===== config.mk =====
export PLATFORM = sky130hd
export DESIGN_NAME = rtccal_counter
export DESIGN_NICKNAME = d
export VERILOG_FILES = /design/src/rtccal_pkg.sv /design/src/rtccal_bcd_field.sv /design/src/rtccal_counter.sv
export VERILOG_INCLUDE_DIRS = /design/src /design/src/src
export SDC_FILE = /design/constraint.sdc
export NUM_CORES = 1
export LEC_CHECK = 0
export BUFFER_PORTS_ARGS = -buffer_cell sky130_fd_sc_hd__buf_2
export CAP_MARGIN = 10
export CORE_AREA = 10 10 101 103
export DETAILED_ROUTE_END_ITERATION = 12
export DIE_AREA = 0 0 111 113
export HOLD_SLACK_MARGIN = 0.02
export PLACE_DENSITY = 0.86
export SLEW_MARGIN = 5
export SYNTH_ARGS = -nofsm -noshare
export SYNTH_HDL_FRONTEND = slang
export SYNTH_SLANG_ARGS = --single-unit

===== constraint.sdc =====
create_clock -name core_clk -period 3.19 [get_ports core_clk]
set_input_delay 0.638 -clock core_clk [delete_from_list [all_inputs] [get_ports core_clk]]
set_output_delay 0.638 -clock core_clk [all_outputs]
set_load 0.02 [all_outputs]

===== src/rtccal_cfg.svh =====
`ifndef RTCCAL_CFG_SVH
`define RTCCAL_CFG_SVH

// timing
`define RTCCAL_SRC_FREQ_KHZ 32.768
`define RTCCAL_SRC_HZ 32768
`define RTCCAL_CORE_CLK_HZ 20000000
`define RTCCAL_TICK_DIV (`RTCCAL_SRC_HZ)

// clock pin output select codes
`define RTCCAL_PIN_SEL_OFF 2'h0
`define RTCCAL_PIN_SEL_SECONDS 2'h1
`define RTCCAL_PIN_SEL_OSC 2'h2

// clock source select values
`define RTCCAL_SRC_CRYSTAL 1'b0
`define RTCCAL_SRC_INTERNAL 1'b1

// field limits in bcd
`define RTCCAL_SEC_MAX 8'h59
`define RTCCAL_MIN_MAX 8'h59
`define RTCCAL_HOUR_MAX 8'h23
`define RTCCAL_MONTH_MAX 8'h12
`define RTCCAL_YEAR_MAX 8'h99
`define RTCCAL_WDAY_MAX 3'h6
`define RTCCAL_DAY_31 8'h31
`define RTCCAL_DAY_30 8'h30
`define RTCCAL_DAY_29 8'h29
`define RTCCAL_DAY_28 8'h28

// reset values
`define RTCCAL_RST_ZERO 8'h00
`define RTCCAL_RST_ONE 8'h01
`define RTCCAL_RST_WDAY 3'h0

`endif


===== src/rtccal_pkg.sv =====
`default_nettype none
package rtccal_pkg;

    typedef logic [7:0] rtccal_bcd_t;

    typedef struct packed {
        rtccal_bcd_t year;
        rtccal_bcd_t month;
        rtccal_bcd_t day;
        logic [2:0] weekday;
        rtccal_bcd_t hours;
        rtccal_bcd_t minutes;
        rtccal_bcd_t seconds;
    } rtccal_time_t;

endpackage : rtccal_pkg
`default_nettype wire

===== src/rtccal_bcd_field.sv =====
`timescale 1ns/1ns
`default_nettype none
`include "rtccal_cfg.svh"

module rtccal_bcd_field
    import rtccal_pkg::*;
#(
    parameter rtccal_bcd_t MIN_VAL = 8'h00
)
(
    // clock and reset
    input wire logic core_clk,
    input wire logic rst_n,
    input wire logic clk_en,
    // control
    input wire logic inc,
    input wire rtccal_bcd_t max_val,
    input wire logic load,
    input wire rtccal_bcd_t load_val,
    // result
    output rtccal_bcd_t value,
    output logic carry
);

    rtccal_bcd_t value_q;
    rtccal_bcd_t value_d;
    wire logic at_max;
    wire logic lo_nine;

    assign at_max = (value_q >= max_val);
    assign lo_nine = (value_q[3:0] == 4'h9);
    // the low digit carries at ten, not sixteen
    assign value_d = at_max ? MIN_VAL :
                     lo_nine ? {value_q[7:4] + 4'h1, 4'h0} :
                     {value_q[7:4], value_q[3:0] + 4'h1};
    assign carry = inc & at_max;
    assign value = value_q;

    always_ff @(posedge core_clk)
    begin
        if (!rst_n)
        begin
            value_q <= MIN_VAL;
        end
        else if (clk_en)
        begin
            if (load)
            begin
                value_q <= load_val;
            end
            else if (inc)
            begin
                value_q <= value_d;
            end
        end
    end

endmodule : rtccal_bcd_field

`default_nettype wire


===== src/rtccal_counter.sv =====
`timescale 1ns/1ns
`default_nettype none
`include "rtccal_cfg.svh"

// Behaviour
// - counter clock is crystal or internal oscillator, picked by one config bit
// - with internal oscillator selected, output select routes its clock to the pin
// - time of day rolls 23:59:59 to 00:00:00 and bumps the day
// - after December 31 date becomes January 1 and year increments
// - weekday advances each day, wraps 6 to 0 with no carry
// - year wraps 99 to 00 with no further carry
// - all fields but the 3-bit weekday are bcd; low digit carries into high digit at ten
// - weekday codes: Sunday 0 through Saturday 6
// - day limit is 31, 30, or 28/29 depending on month
module rtccal_counter
    import rtccal_pkg::*;
#(
    parameter int TICK_DIV = `RTCCAL_TICK_DIV
)
(
    // clock and reset
    input wire logic core_clk,
    input wire logic rst_n,
    input wire logic clk_en,
    // oscillator inputs, sampled on core_clk
    input wire logic crystal_osc_in,
    input wire logic internal_osc_in,
    // configuration
    input wire logic rtc_clock_source_select,
    input wire logic [1:0] clock_pin_output_select,
    // time load
    input wire logic load_valid,
    input wire rtccal_time_t load_time,
    output logic load_ready,
    // state
    output rtccal_time_t cur_time,
    output logic second_tick,
    output logic clock_pin_out
);

    localparam int DIV_W = (TICK_DIV > 1) ? $clog2(TICK_DIV) : 1;
    localparam logic [DIV_W-1:0] DIV_LAST = DIV_W'(TICK_DIV - 1);

    // february length from a bcd year; tens even means units 0/4/8, odd means 2/6
    function automatic logic leap_year(input rtccal_bcd_t yr);
        logic tens_odd;
        tens_odd = yr[4];
        if (tens_odd)
        begin
            leap_year = (yr[3:0] == 4'h2) || (yr[3:0] == 4'h6);
        end
        else
        begin
            leap_year = (yr[3:0] == 4'h0) || (yr[3:0] == 4'h4) || (yr[3:0] == 4'h8);
        end
    endfunction : leap_year

    function automatic rtccal_bcd_t month_last_day(input rtccal_bcd_t mon, input rtccal_bcd_t yr);
        rtccal_bcd_t res;
        res = `RTCCAL_DAY_31;
        if (mon == 8'h02)
        begin
            res = leap_year(yr) ? `RTCCAL_DAY_29 : `RTCCAL_DAY_28;
        end
        else if ((mon == 8'h04) || (mon == 8'h06) || (mon == 8'h09) || (mon == 8'h11))
        begin
            res = `RTCCAL_DAY_30;
        end
        month_last_day = res;
    endfunction : month_last_day

    logic src_q;
    logic [DIV_W-1:0] div_q;
    logic tick_q;
    logic sec_level_q;
    logic pin_q;
    logic [2:0] wday_q;

    wire logic src_sel;
    wire logic src_rise;
    wire logic div_wrap;
    wire logic pin_d;
    wire logic sec_carry;
    wire logic min_carry;
    wire logic hour_carry;
    wire logic day_carry;
    wire logic month_carry;
    wire rtccal_bcd_t day_max;
    wire logic load_now;

    assign src_sel = (rtc_clock_source_select == `RTCCAL_SRC_INTERNAL) ?
                     internal_osc_in : crystal_osc_in;
    // oscillators are far slower than core_clk, so one edge per sample pair is safe
    assign src_rise = src_sel & ~src_q;
    assign div_wrap = src_rise && (div_q == DIV_LAST);

    // internal oscillator reaches the pin only when it clocks the counter
    assign pin_d = (clock_pin_output_select == `RTCCAL_PIN_SEL_OSC) ?
                   (src_sel & (rtc_clock_source_select == `RTCCAL_SRC_INTERNAL)) :
                   (clock_pin_output_select == `RTCCAL_PIN_SEL_SECONDS) ? sec_level_q :
                   1'b0;

    assign load_ready = 1'b1;
    assign load_now = load_valid;
    assign second_tick = tick_q;
    assign clock_pin_out = pin_q;

    always_ff @(posedge core_clk)
    begin
        if (!rst_n)
        begin
            src_q <= 1'b0;
            div_q <= '0;
            tick_q <= 1'b0;
            sec_level_q <= 1'b0;
            pin_q <= 1'b0;
        end
        else if (clk_en)
        begin
            src_q <= src_sel;
            pin_q <= pin_d;
            tick_q <= div_wrap;
            if (div_wrap)
            begin
                div_q <= '0;
                sec_level_q <= ~sec_level_q;
            end
            else if (src_rise)
            begin
                div_q <= div_q + DIV_W'(1);
            end
        end
    end

    rtccal_bcd_field #(.MIN_VAL(`RTCCAL_RST_ZERO)) u_seconds (
        .core_clk(core_clk),
        .rst_n(rst_n),
        .clk_en(clk_en),
        .inc(tick_q),
        .max_val(`RTCCAL_SEC_MAX),
        .load(load_now),
        .load_val(load_time.seconds),
        .value(cur_time.seconds),
        .carry(sec_carry)
    );

    rtccal_bcd_field #(.MIN_VAL(`RTCCAL_RST_ZERO)) u_minutes (
        .core_clk(core_clk),
        .rst_n(rst_n),
        .clk_en(clk_en),
        .inc(sec_carry),
        .max_val(`RTCCAL_MIN_MAX),
        .load(load_now),
        .load_val(load_time.minutes),
        .value(cur_time.minutes),
        .carry(min_carry)
    );

    // 23:59:59 wraps to midnight and hands one day on
    rtccal_bcd_field #(.MIN_VAL(`RTCCAL_RST_ZERO)) u_hours (
        .core_clk(core_clk),
        .rst_n(rst_n),
        .clk_en(clk_en),
        .inc(min_carry),
        .max_val(`RTCCAL_HOUR_MAX),
        .load(load_now),
        .load_val(load_time.hours),
        .value(cur_time.hours),
        .carry(hour_carry)
    );

    assign day_max = month_last_day(cur_time.month, cur_time.year);

    rtccal_bcd_field #(.MIN_VAL(`RTCCAL_RST_ONE)) u_day (
        .core_clk(core_clk),
        .rst_n(rst_n),
        .clk_en(clk_en),
        .inc(hour_carry),
        .max_val(day_max),
        .load(load_now),
        .load_val(load_time.day),
        .value(cur_time.day),
        .carry(day_carry)
    );

    // 12/31 goes to 01/01 and the month wrap feeds the year
    rtccal_bcd_field #(.MIN_VAL(`RTCCAL_RST_ONE)) u_month (
        .core_clk(core_clk),
        .rst_n(rst_n),
        .clk_en(clk_en),
        .inc(day_carry),
        .max_val(`RTCCAL_MONTH_MAX),
        .load(load_now),
        .load_val(load_time.month),
        .value(cur_time.month),
        .carry(month_carry)
    );

    // year carry out is dropped: 99 back to 00 ends the usable range
    rtccal_bcd_field #(.MIN_VAL(`RTCCAL_RST_ZERO)) u_year (
        .core_clk(core_clk),
        .rst_n(rst_n),
        .clk_en(clk_en),
        .inc(month_carry),
        .max_val(`RTCCAL_YEAR_MAX),
        .load(load_now),
        .load_val(load_time.year),
        .value(cur_time.year),
        .carry()
    );

    // weekday: 0 is Sunday, 6 is Saturday, wraps with no carry
    always_ff @(posedge core_clk)
    begin
        if (!rst_n)
        begin
            wday_q <= `RTCCAL_RST_WDAY;
        end
        else if (clk_en)
        begin
            if (load_now)
            begin
                wday_q <= load_time.weekday;
            end
            else if (hour_carry)
            begin
                wday_q <= (wday_q >= `RTCCAL_WDAY_MAX) ? 3'h0 : wday_q + 3'h1;
            end
        end
    end

    assign cur_time.weekday = wday_q;

endmodule : rtccal_counter

`default_nettype wire


Word level (Yosys, flattened, before mapping)
Cells that the tools add are included.
{ "word_totals": {"out_inout_bits": 54, "reg_bits": 70} }
{ "classes": {"n_mux": 37, "n_reduce_logical": 35, "n_addsub": 14, "eq_ne": 18, "bitwise": 9, "magnitude_cmp": 7} }
{ "ops": {"columns": ["op", "count"], "rows": [
  ["$mux W8", 24],
  ["$add A4 B1 Y4 const B", 12],
  ["$mux W15", 2],
  ["$eq A4 B4 Y1 const B", 7],
  ["$reduce_and A3 Y1", 6],
  ["$reduce_bool A3 Y1", 6],
  ["$eq A8 B3 Y1 const B", 2],
  ["$ge A8 B7 Y1 const B", 2],
  ["$reduce_and A2 Y1", 8],
  ["$add A15 B1 Y15 const B", 1],
  ["$eq A15 B15 Y1 const B", 1],
  ["$reduce_bool A2 Y1", 7],
  ["$mux W3", 3],
  ["$eq A4 B3 Y1 const B", 2],
  ["$eq A8 B2 Y1 const B", 1],
  ["$eq A8 B4 Y1 const B", 1],
  ["$eq A8 B5 Y1 const B", 1],
  ["$ge A8 B5 Y1 const B", 1],
  ["$ge A8 B6 Y1", 1],
  ["$ge A8 B6 Y1 const B", 1],
  ["$ge A8 B8 Y1 const B", 1],
  ["$and A1 B1 Y1", 7],
  ["$mux W1", 7],
  ["$logic_or A1 B1 Y1", 6],
  ["9 further kinds", 10]
]} }

Logic depth before layout (Yosys ltp)
{ "depth": {"ltp_word": 12, "mapped_depth": 12, "ltp_nobuf": 12} }

By module
A second synthesis with hierarchy kept.
{ "hier_totals": {"hier_cells": 710, "hier_area_um2": 5818.1} }
{ "by_module_without_submodules": {"columns": ["module", "cells_each", "seq_area_each_um2", "area_each_um2", "n_inst"], "rows": [
  ["rtccal_bcd_field at u_hours ...", 94, 160.2, 778.2, 4],
  ["rtccal_bcd_field at u_day ...", 93, 160.2, 730.7, 2],
  ["rtccal_counter", 148, 440.4, 1243.7, 1]
]} }

Worst setup path before layout
Ideal clock, no wire load.
{ "synth_timing": {"kind": "reg-to-reg", "from": "register u_month.value_q[4], in the netlist u_month.value[4]", "to": "register u_day.value_q[2], in the netlist u_day.value[2]", "setup_ps": 92, "setup_slack_ps": 471, "arrival_ps": 2626, "path_stages_with_launch": 13, "synth_period_minus_slack_ps": 2719, "required_ps": 3098, "cell_sequence": "dfxtp_1 -> inv_1 -> ha_1 -> and3b_1 -> a31oi_1 -> o21ai_0 -> a21oi_1 -> ha_1 -> nor4b_1 -> o211a_1 -> nand2_1 -> o21a_1 -> o32ai_1"} }
{ "synth_between": {"elab_chain_cells": 10} }
{ "synth_rtl": {"columns": ["item", "line", "text"], "rows": [
  ["start, declared", "rtccal_bcd_field.sv:25", "rtccal_bcd_t value_q;"],
  ["start signal, assigned", "rtccal_bcd_field.sv:49", "value_q <= load_val;"],
  ["start signal, assigned", "rtccal_bcd_field.sv:53", "value_q <= value_d;"],
  ["$eq A8 B3 Y1", "rtccal_counter.sv:65", "else if ((mon == 8'h04) || (mon == 8'h06) || (mon == 8'h09) || (mon == 8'h11))"],
  ["$logic_or A1 B1 Y1 (3 in series)", "rtccal_counter.sv:65", null],
  ["$mux W1", "rtccal_counter.sv:65", null],
  ["$mux W5 *", "rtccal_counter.sv:61", "if (mon == 8'h02)"],
  ["$ge A8 B6 Y1 *", "rtccal_bcd_field.sv:30", "assign at_max = (value_q >= max_val);"],
  ["$mux W8 *", "rtccal_bcd_field.sv:33", "assign value_d = at_max ? MIN_VAL :"],
  ["$mux W8 *", "rtccal_bcd_field.sv:51", "else if (inc)"],
  ["$mux W8 *", "rtccal_bcd_field.sv:47", "if (load)"],
  ["end signal, assigned", "rtccal_bcd_field.sv:49", null],
  ["end signal, assigned", "rtccal_bcd_field.sv:53", null],
  ["end, declared", "rtccal_bcd_field.sv:25", null]
]} }
Every way passes the cells marked *; elsewhere a longest branch is shown, timed or not. The select of a mux whose other input is x is not followed.
A chain may end at the register's enable or synchronous reset.

Worst setup path in the final report
{ "layout_timing": {"from": "register u_month.value_q[5], in the netlist u_month.value[5]", "to": "register u_year.value_q[4], in the netlist u_year.value[4]"} }
{ "layout_between": {"elab_chain_cells": 11} }
{ "layout_rtl": {"columns": ["item", "line", "text"], "rows": [
  ["$eq A8 B3 Y1", "rtccal_counter.sv:65", null],
  ["$logic_or A1 B1 Y1 (3 in series)", "rtccal_counter.sv:65", null],
  ["$mux W1", "rtccal_counter.sv:65", null],
  ["$mux W5", "rtccal_counter.sv:61", null],
  ["$ge A8 B6 Y1", "rtccal_bcd_field.sv:30", null],
  ["$and A1 B1 Y1", "rtccal_bcd_field.sv:36", "assign carry = inc & at_max;"],
  ["$and A1 B1 Y1 *", "rtccal_bcd_field.sv:36", null],
  ["$reduce_bool A2 Y1 (no line) *", null, null],
  ["$reduce_and A3 Y1 (no line) *", null, null],
  ["end signal, assigned", "rtccal_bcd_field.sv:49", null],
  ["end signal, assigned", "rtccal_bcd_field.sv:53", null],
  ["end, declared", "rtccal_bcd_field.sv:25", null]
]} }
Every way passes the cells marked *; elsewhere a longest branch is shown, timed or not.

==> impl_summary.txt <==
----------------------------------------------------
[Finish]
  Core occupancy in the finished layout ... 64.1%
  Layout fillers ... 692
  Share of post-route cells with drive strength above 1 ... roughly a quarter
  Post-route non-filler standard cell count ... about 750
  Area Overhead vs Synth ... 20.0%
  Final layout net count ... 717
  Area of the multi-input gates ... 2750 sq um
  Sequential standard cell area ... 1400 sq um
  Post-route cell area ... 5210 sq um
  Antenna cells ... 0

[Detailed routing]
  Average via count per standard cell ... between 6 and 7
  Final routed wire length divided by cell count ... 17.3 um
  Total DRC errors in the routed layout ... 0
  Antenna violation net count after detailed routing ... 0
  Number of DRC violations after detailed-routing iteration 0 ... 395
  Sum of routed wire length over all layers ... 12900 um
  Via count ... 4513
  First-pass iteration count of the detailed router ... 5

[Timing]
  Crit path time final ... about 3 ns
  Max Freq ... 0.333 GHz
  Final-layout setup total negative slack ... 0 ns
  Worst-margin pin slew ... roughly 0.7 ns
  Setup skew after layout ... 0.0171 ns
  Setup violators final ... 0
  Final period util ... between 90% and 100%
  Final hold vios ... 0
  Final setup slack of the worst path ... 0.183 ns
  Tightest slew margin relative to the limit ... 54.6%
  Final Max Slew Viols ... 0

[Clock network]
  Total number of clock tree sinks ... 70
  Number of buffers on the longest clock path ... 2
  Hold bufs inserted after CTS ... 0
  Clock root buffer master ... sky130_fd_sc_hd__clkbuf_8
  CTS tree ... done
  Number of post-CTS setup repair buffers ... 0
  Worst-skew pair later-pin latency ... 0.36 ns
  PostCTS Resize Cnt ... 0
  Number of CTS-inserted buffers ... 9
  # H-tree levels ... 3
  Clock-pin transition on the worst setup and hold timing paths ... around 0.080 ns

[Global route]
  Sum of overflow across all layers after global routing ... 0
  Total Routing Usage GR ... between 10% and 20%
  Antenna violations before repair ... 0
  Maximum number of pins on one net before global-route repair ... 30
  Via count of the first global-routing pass ... 4335
  Wire length of the first global-routing pass ... between 20000 and 25000 um

[Placed design]
  Port bufs ... 112
  Cell count after placement ... 729
  Final weighted congestion in routability-driven placement ... 0.913
  Cell Area, Placed ... 4950 sq um
  Placed wire-length estimate after detailed placement ... 9420 um
  Pre-CTS setup slack ... approximately 0.23 ns

[Pwr]
  Power share of the clock group ... 42.9%
  Psw ... roughly 0.55 mW
  Sequential power share ... 44.3%
  Worst vdd ir ... 0.235 mV
  Combinational cell fraction of total power ... between 10 and 15%
  P_leak ... 2.11 nW
  Internal cell power ... 1.53 mW
  Areal power density over the cells ... 400 nW/um^2
  Switching portion of total power ... 26.4%

[Synth]
  Top post-synthesis cells by area ... sky130_fd_sc_hd__dfxtp_1 (32%), sky130_fd_sc_hd__ha_1 (6.3%), sky130_fd_sc_hd__nor2_1 (4.9%)
  Post-Synthesis Mean Instance Area ... 8.12 sq um
  Distinct cell type count after synthesis ... 68
  Number of enable-type register cells in the synthesized netlist ... 0
  Synthesized instance count ... roughly 540
  Async set-reset flop share out of synthesis ... 0%
  Most used DFF post-synth ... sky130_fd_sc_hd__dfxtp_1
  Share of Yosys cell area claimed by the top area cell type ... approximately 32%
  Cell area after synthesis ... 4350 sq um
  Largest area contributor in the synthesized netlist ... sky130_fd_sc_hd__dfxtp_1
  Warning count from the yosys run ... 0
  Number of flip-flops and latches in the synthesized netlist ... 70
  Net count of the mapped netlist ... 617
  Share of synthesized area occupied by flip-flops and latches ... 32.2%

[Floorplan]
  Starting Density ... 53.4%
  Vertical extent of the die ... 113 um
  Area of the core ... 8130 sq um
  Die X ... 111 um
  Site Rows ... 33
  Die Area ... 12500 sq um
  Total I/O pin count ... ~110

[Hold path]
  Startpoint of the worst hold path ... u_hours.value[7]
  Hold Path Sink ... u_hours.value[7]
  Hold WC Path Type ... reg -> reg
  Worst Hold Path Cells ... 2

[Setup path]
  Startpoint type of the worst setup path ... flip-flop
  Sort of element at the end of the critical path ... flip-flop
  Reg-to-Reg Start ... u_month.value[5]
  Critical path start-end classification ... reg -> reg
  RR Endpoint ... u_year.value[4]
  Data arrival, critical path ... 3.27 ns
  Worst reg-to-reg setup slack ... 0.18 ns
  CP max FO ... 9
  Register-to-Register Path Depth ... 12
  WP data required ... 3.45 ns

[Run]
  Max-capacitance violation count ... 0

[Status]
  Status ... finished, final reports clean

----------------------------------------------------
-- sequential cells by signal, indices dropped and copies added (netlist names) --
name,flops
u_seconds.value,8
wday_q,3
clock_pin_out,1
u_day.value,8
u_year.value,8
u_hours.value,8
div_q,15
sec_level_q,1
second_tick,1
src_q,1
u_month.value,8
u_minutes.value,8
-- worst max-delay path: stages (launching register included) --
cell and delay [ns]:
sky130_fd_sc_hd__dfxtp_1 0.36, sky130_fd_sc_hd__inv_1 0.09, sky130_fd_sc_hd__ha_1 0.19, sky130_fd_sc_hd__nor3b_2 0.19, sky130_fd_sc_hd__nand4b_1 0.18, sky130_fd_sc_hd__a21oi_1 0.16, sky130_fd_sc_hd__a21oi_1 0.07, sky130_fd_sc_hd__ha_1 0.33
sky130_fd_sc_hd__nor4b_2 0.07, sky130_fd_sc_hd__o211a_1 0.31, sky130_fd_sc_hd__a21o_2 0.31, sky130_fd_sc_hd__or3_4 0.40, sky130_fd_sc_hd__o31ai_1 0.26
-- metal layers --
metal	GRT usage [%]	vias up	share of wire, %
met3	6.66	27	8.3
met2	33.0	202	49
met1	22.3	2099	40
met5	0	-	0
met4	5.64	0	1.8
li1	-	2185	-
-- per-stage QoR --
stage,power (mW),hold WS (ns)
2_1_floorplan,1.11,0.444
3_3_place_gp,1.19,0.468
3_5_place_dp,1.20,0.483
4_1_cts,2.09,0.501
5_1_grt,2.16,0.524
6_report,2.08,0.501
-- area by class of cell --
cell class,count,share of cell area (%)
clock buffer,10,2.64
tap,105,2.52
timing repair buffer,119,11.8
inverter,19,1.37
clock inverter,6,2.09
multi-input combinational,416,52.7
sequential,70,26.9
-- power groups by stage --
stage	Combinational (mW)	Clock, mW	Sequential, mW
after floorplan	0.154	0	0.952
after CTS	0.265	0.900	0.922
final	0.268	0.894	0.923
after detailed placement	0.262	0	0.942
after global placement	0.255	0	0.940
after global routing	0.293	0.937	0.927
-- synthesized netlist by cell type (3+ instances only) --
master	number
sky130_fd_sc_hd__xnor2_1	15
sky130_fd_sc_hd__or3_1	4
sky130_fd_sc_hd__o21ai_0	27
sky130_fd_sc_hd__clkbuf_1	13
sky130_fd_sc_hd__dfxtp_1	70
sky130_fd_sc_hd__nand2b_1	6
sky130_fd_sc_hd__nand4b_1	7
sky130_fd_sc_hd__a22oi_1	5
sky130_fd_sc_hd__nor4bb_1	3
sky130_fd_sc_hd__o21a_1	7
sky130_fd_sc_hd__xor2_1	7
sky130_fd_sc_hd__buf_4	5
sky130_fd_sc_hd__a31oi_1	5
sky130_fd_sc_hd__inv_1	19
sky130_fd_sc_hd__o31ai_1	10
sky130_fd_sc_hd__nand3b_1	3
sky130_fd_sc_hd__a32oi_1	6
sky130_fd_sc_hd__nor2b_1	5
sky130_fd_sc_hd__a2111oi_0	3
sky130_fd_sc_hd__a2bb2oi_1	3
sky130_fd_sc_hd__nand2_1	46
sky130_fd_sc_hd__nor2_1	57
sky130_fd_sc_hd__nor3_2	5
sky130_fd_sc_hd__a21oi_1	39
sky130_fd_sc_hd__a21o_1	3
sky130_fd_sc_hd__mux2i_1	4
sky130_fd_sc_hd__a221oi_1	3
sky130_fd_sc_hd__a211oi_1	16
sky130_fd_sc_hd__nand3_1	29
sky130_fd_sc_hd__buf_2	10
sky130_fd_sc_hd__o211ai_1	7
sky130_fd_sc_hd__nor3_1	14
sky130_fd_sc_hd__o21ai_1	5
sky130_fd_sc_hd__nand4_1	6
sky130_fd_sc_hd__a311oi_1	4
sky130_fd_sc_hd__ha_1	22
-- placed cells by master, fill, tap and decap left out, types with 10 or more instances in the layout --
cell | netlist | routed
sky130_fd_sc_hd__buf_2 | 10 | 112
sky130_fd_sc_hd__xnor2_1 | 15 | 15
sky130_fd_sc_hd__nor2_1 | 57 | 56
sky130_fd_sc_hd__ha_1 | 22 | 22
sky130_fd_sc_hd__o31ai_1 | 10 | 10
sky130_fd_sc_hd__nand3_1 | 29 | 29
sky130_fd_sc_hd__nor3_1 | 14 | 13
sky130_fd_sc_hd__a21oi_1 | 39 | 39
sky130_fd_sc_hd__a211oi_1 | 16 | 16
sky130_fd_sc_hd__clkbuf_8 | 0 | 10
sky130_fd_sc_hd__nand2_1 | 46 | 46
sky130_fd_sc_hd__o21ai_0 | 27 | 27
sky130_fd_sc_hd__inv_1 | 19 | 19
sky130_fd_sc_hd__dfxtp_1 | 70 | 70
-- worst max-delay path by stage --
stage,end,startpoint,slack [ns]
floorplan,u_day.value[2],u_month.value[4],0.47
global placement,u_month.value[1],u_month.value[5],0.41
detailed placement,u_month.value[4],u_month.value[5],0.23
CTS,u_month.value[4],u_month.value[5],0.14
global route,u_day.value[2],u_month.value[5],-0.05
finish,u_year.value[4],u_month.value[5],0.18
-- kinds of logic (layout without fill, tap and decap cells) --
group                    Yosys count  count (layout)  synth area share [%]
other                              1               1                0.0863
flip-flops                        70              70                  32.2
AND/OR/NAND/NOR                  206             206                  25.7
XOR/XNOR                          22              22                  4.43
AO/OA/AOI/OAI                    161             161                  25.3
buffers and inverters             49             154                  4.95
adder cells (fa/ha/maj)           22              22                  6.33
multiplexers                       4               4                 0.921
Power figures use the tool's default switching activity.
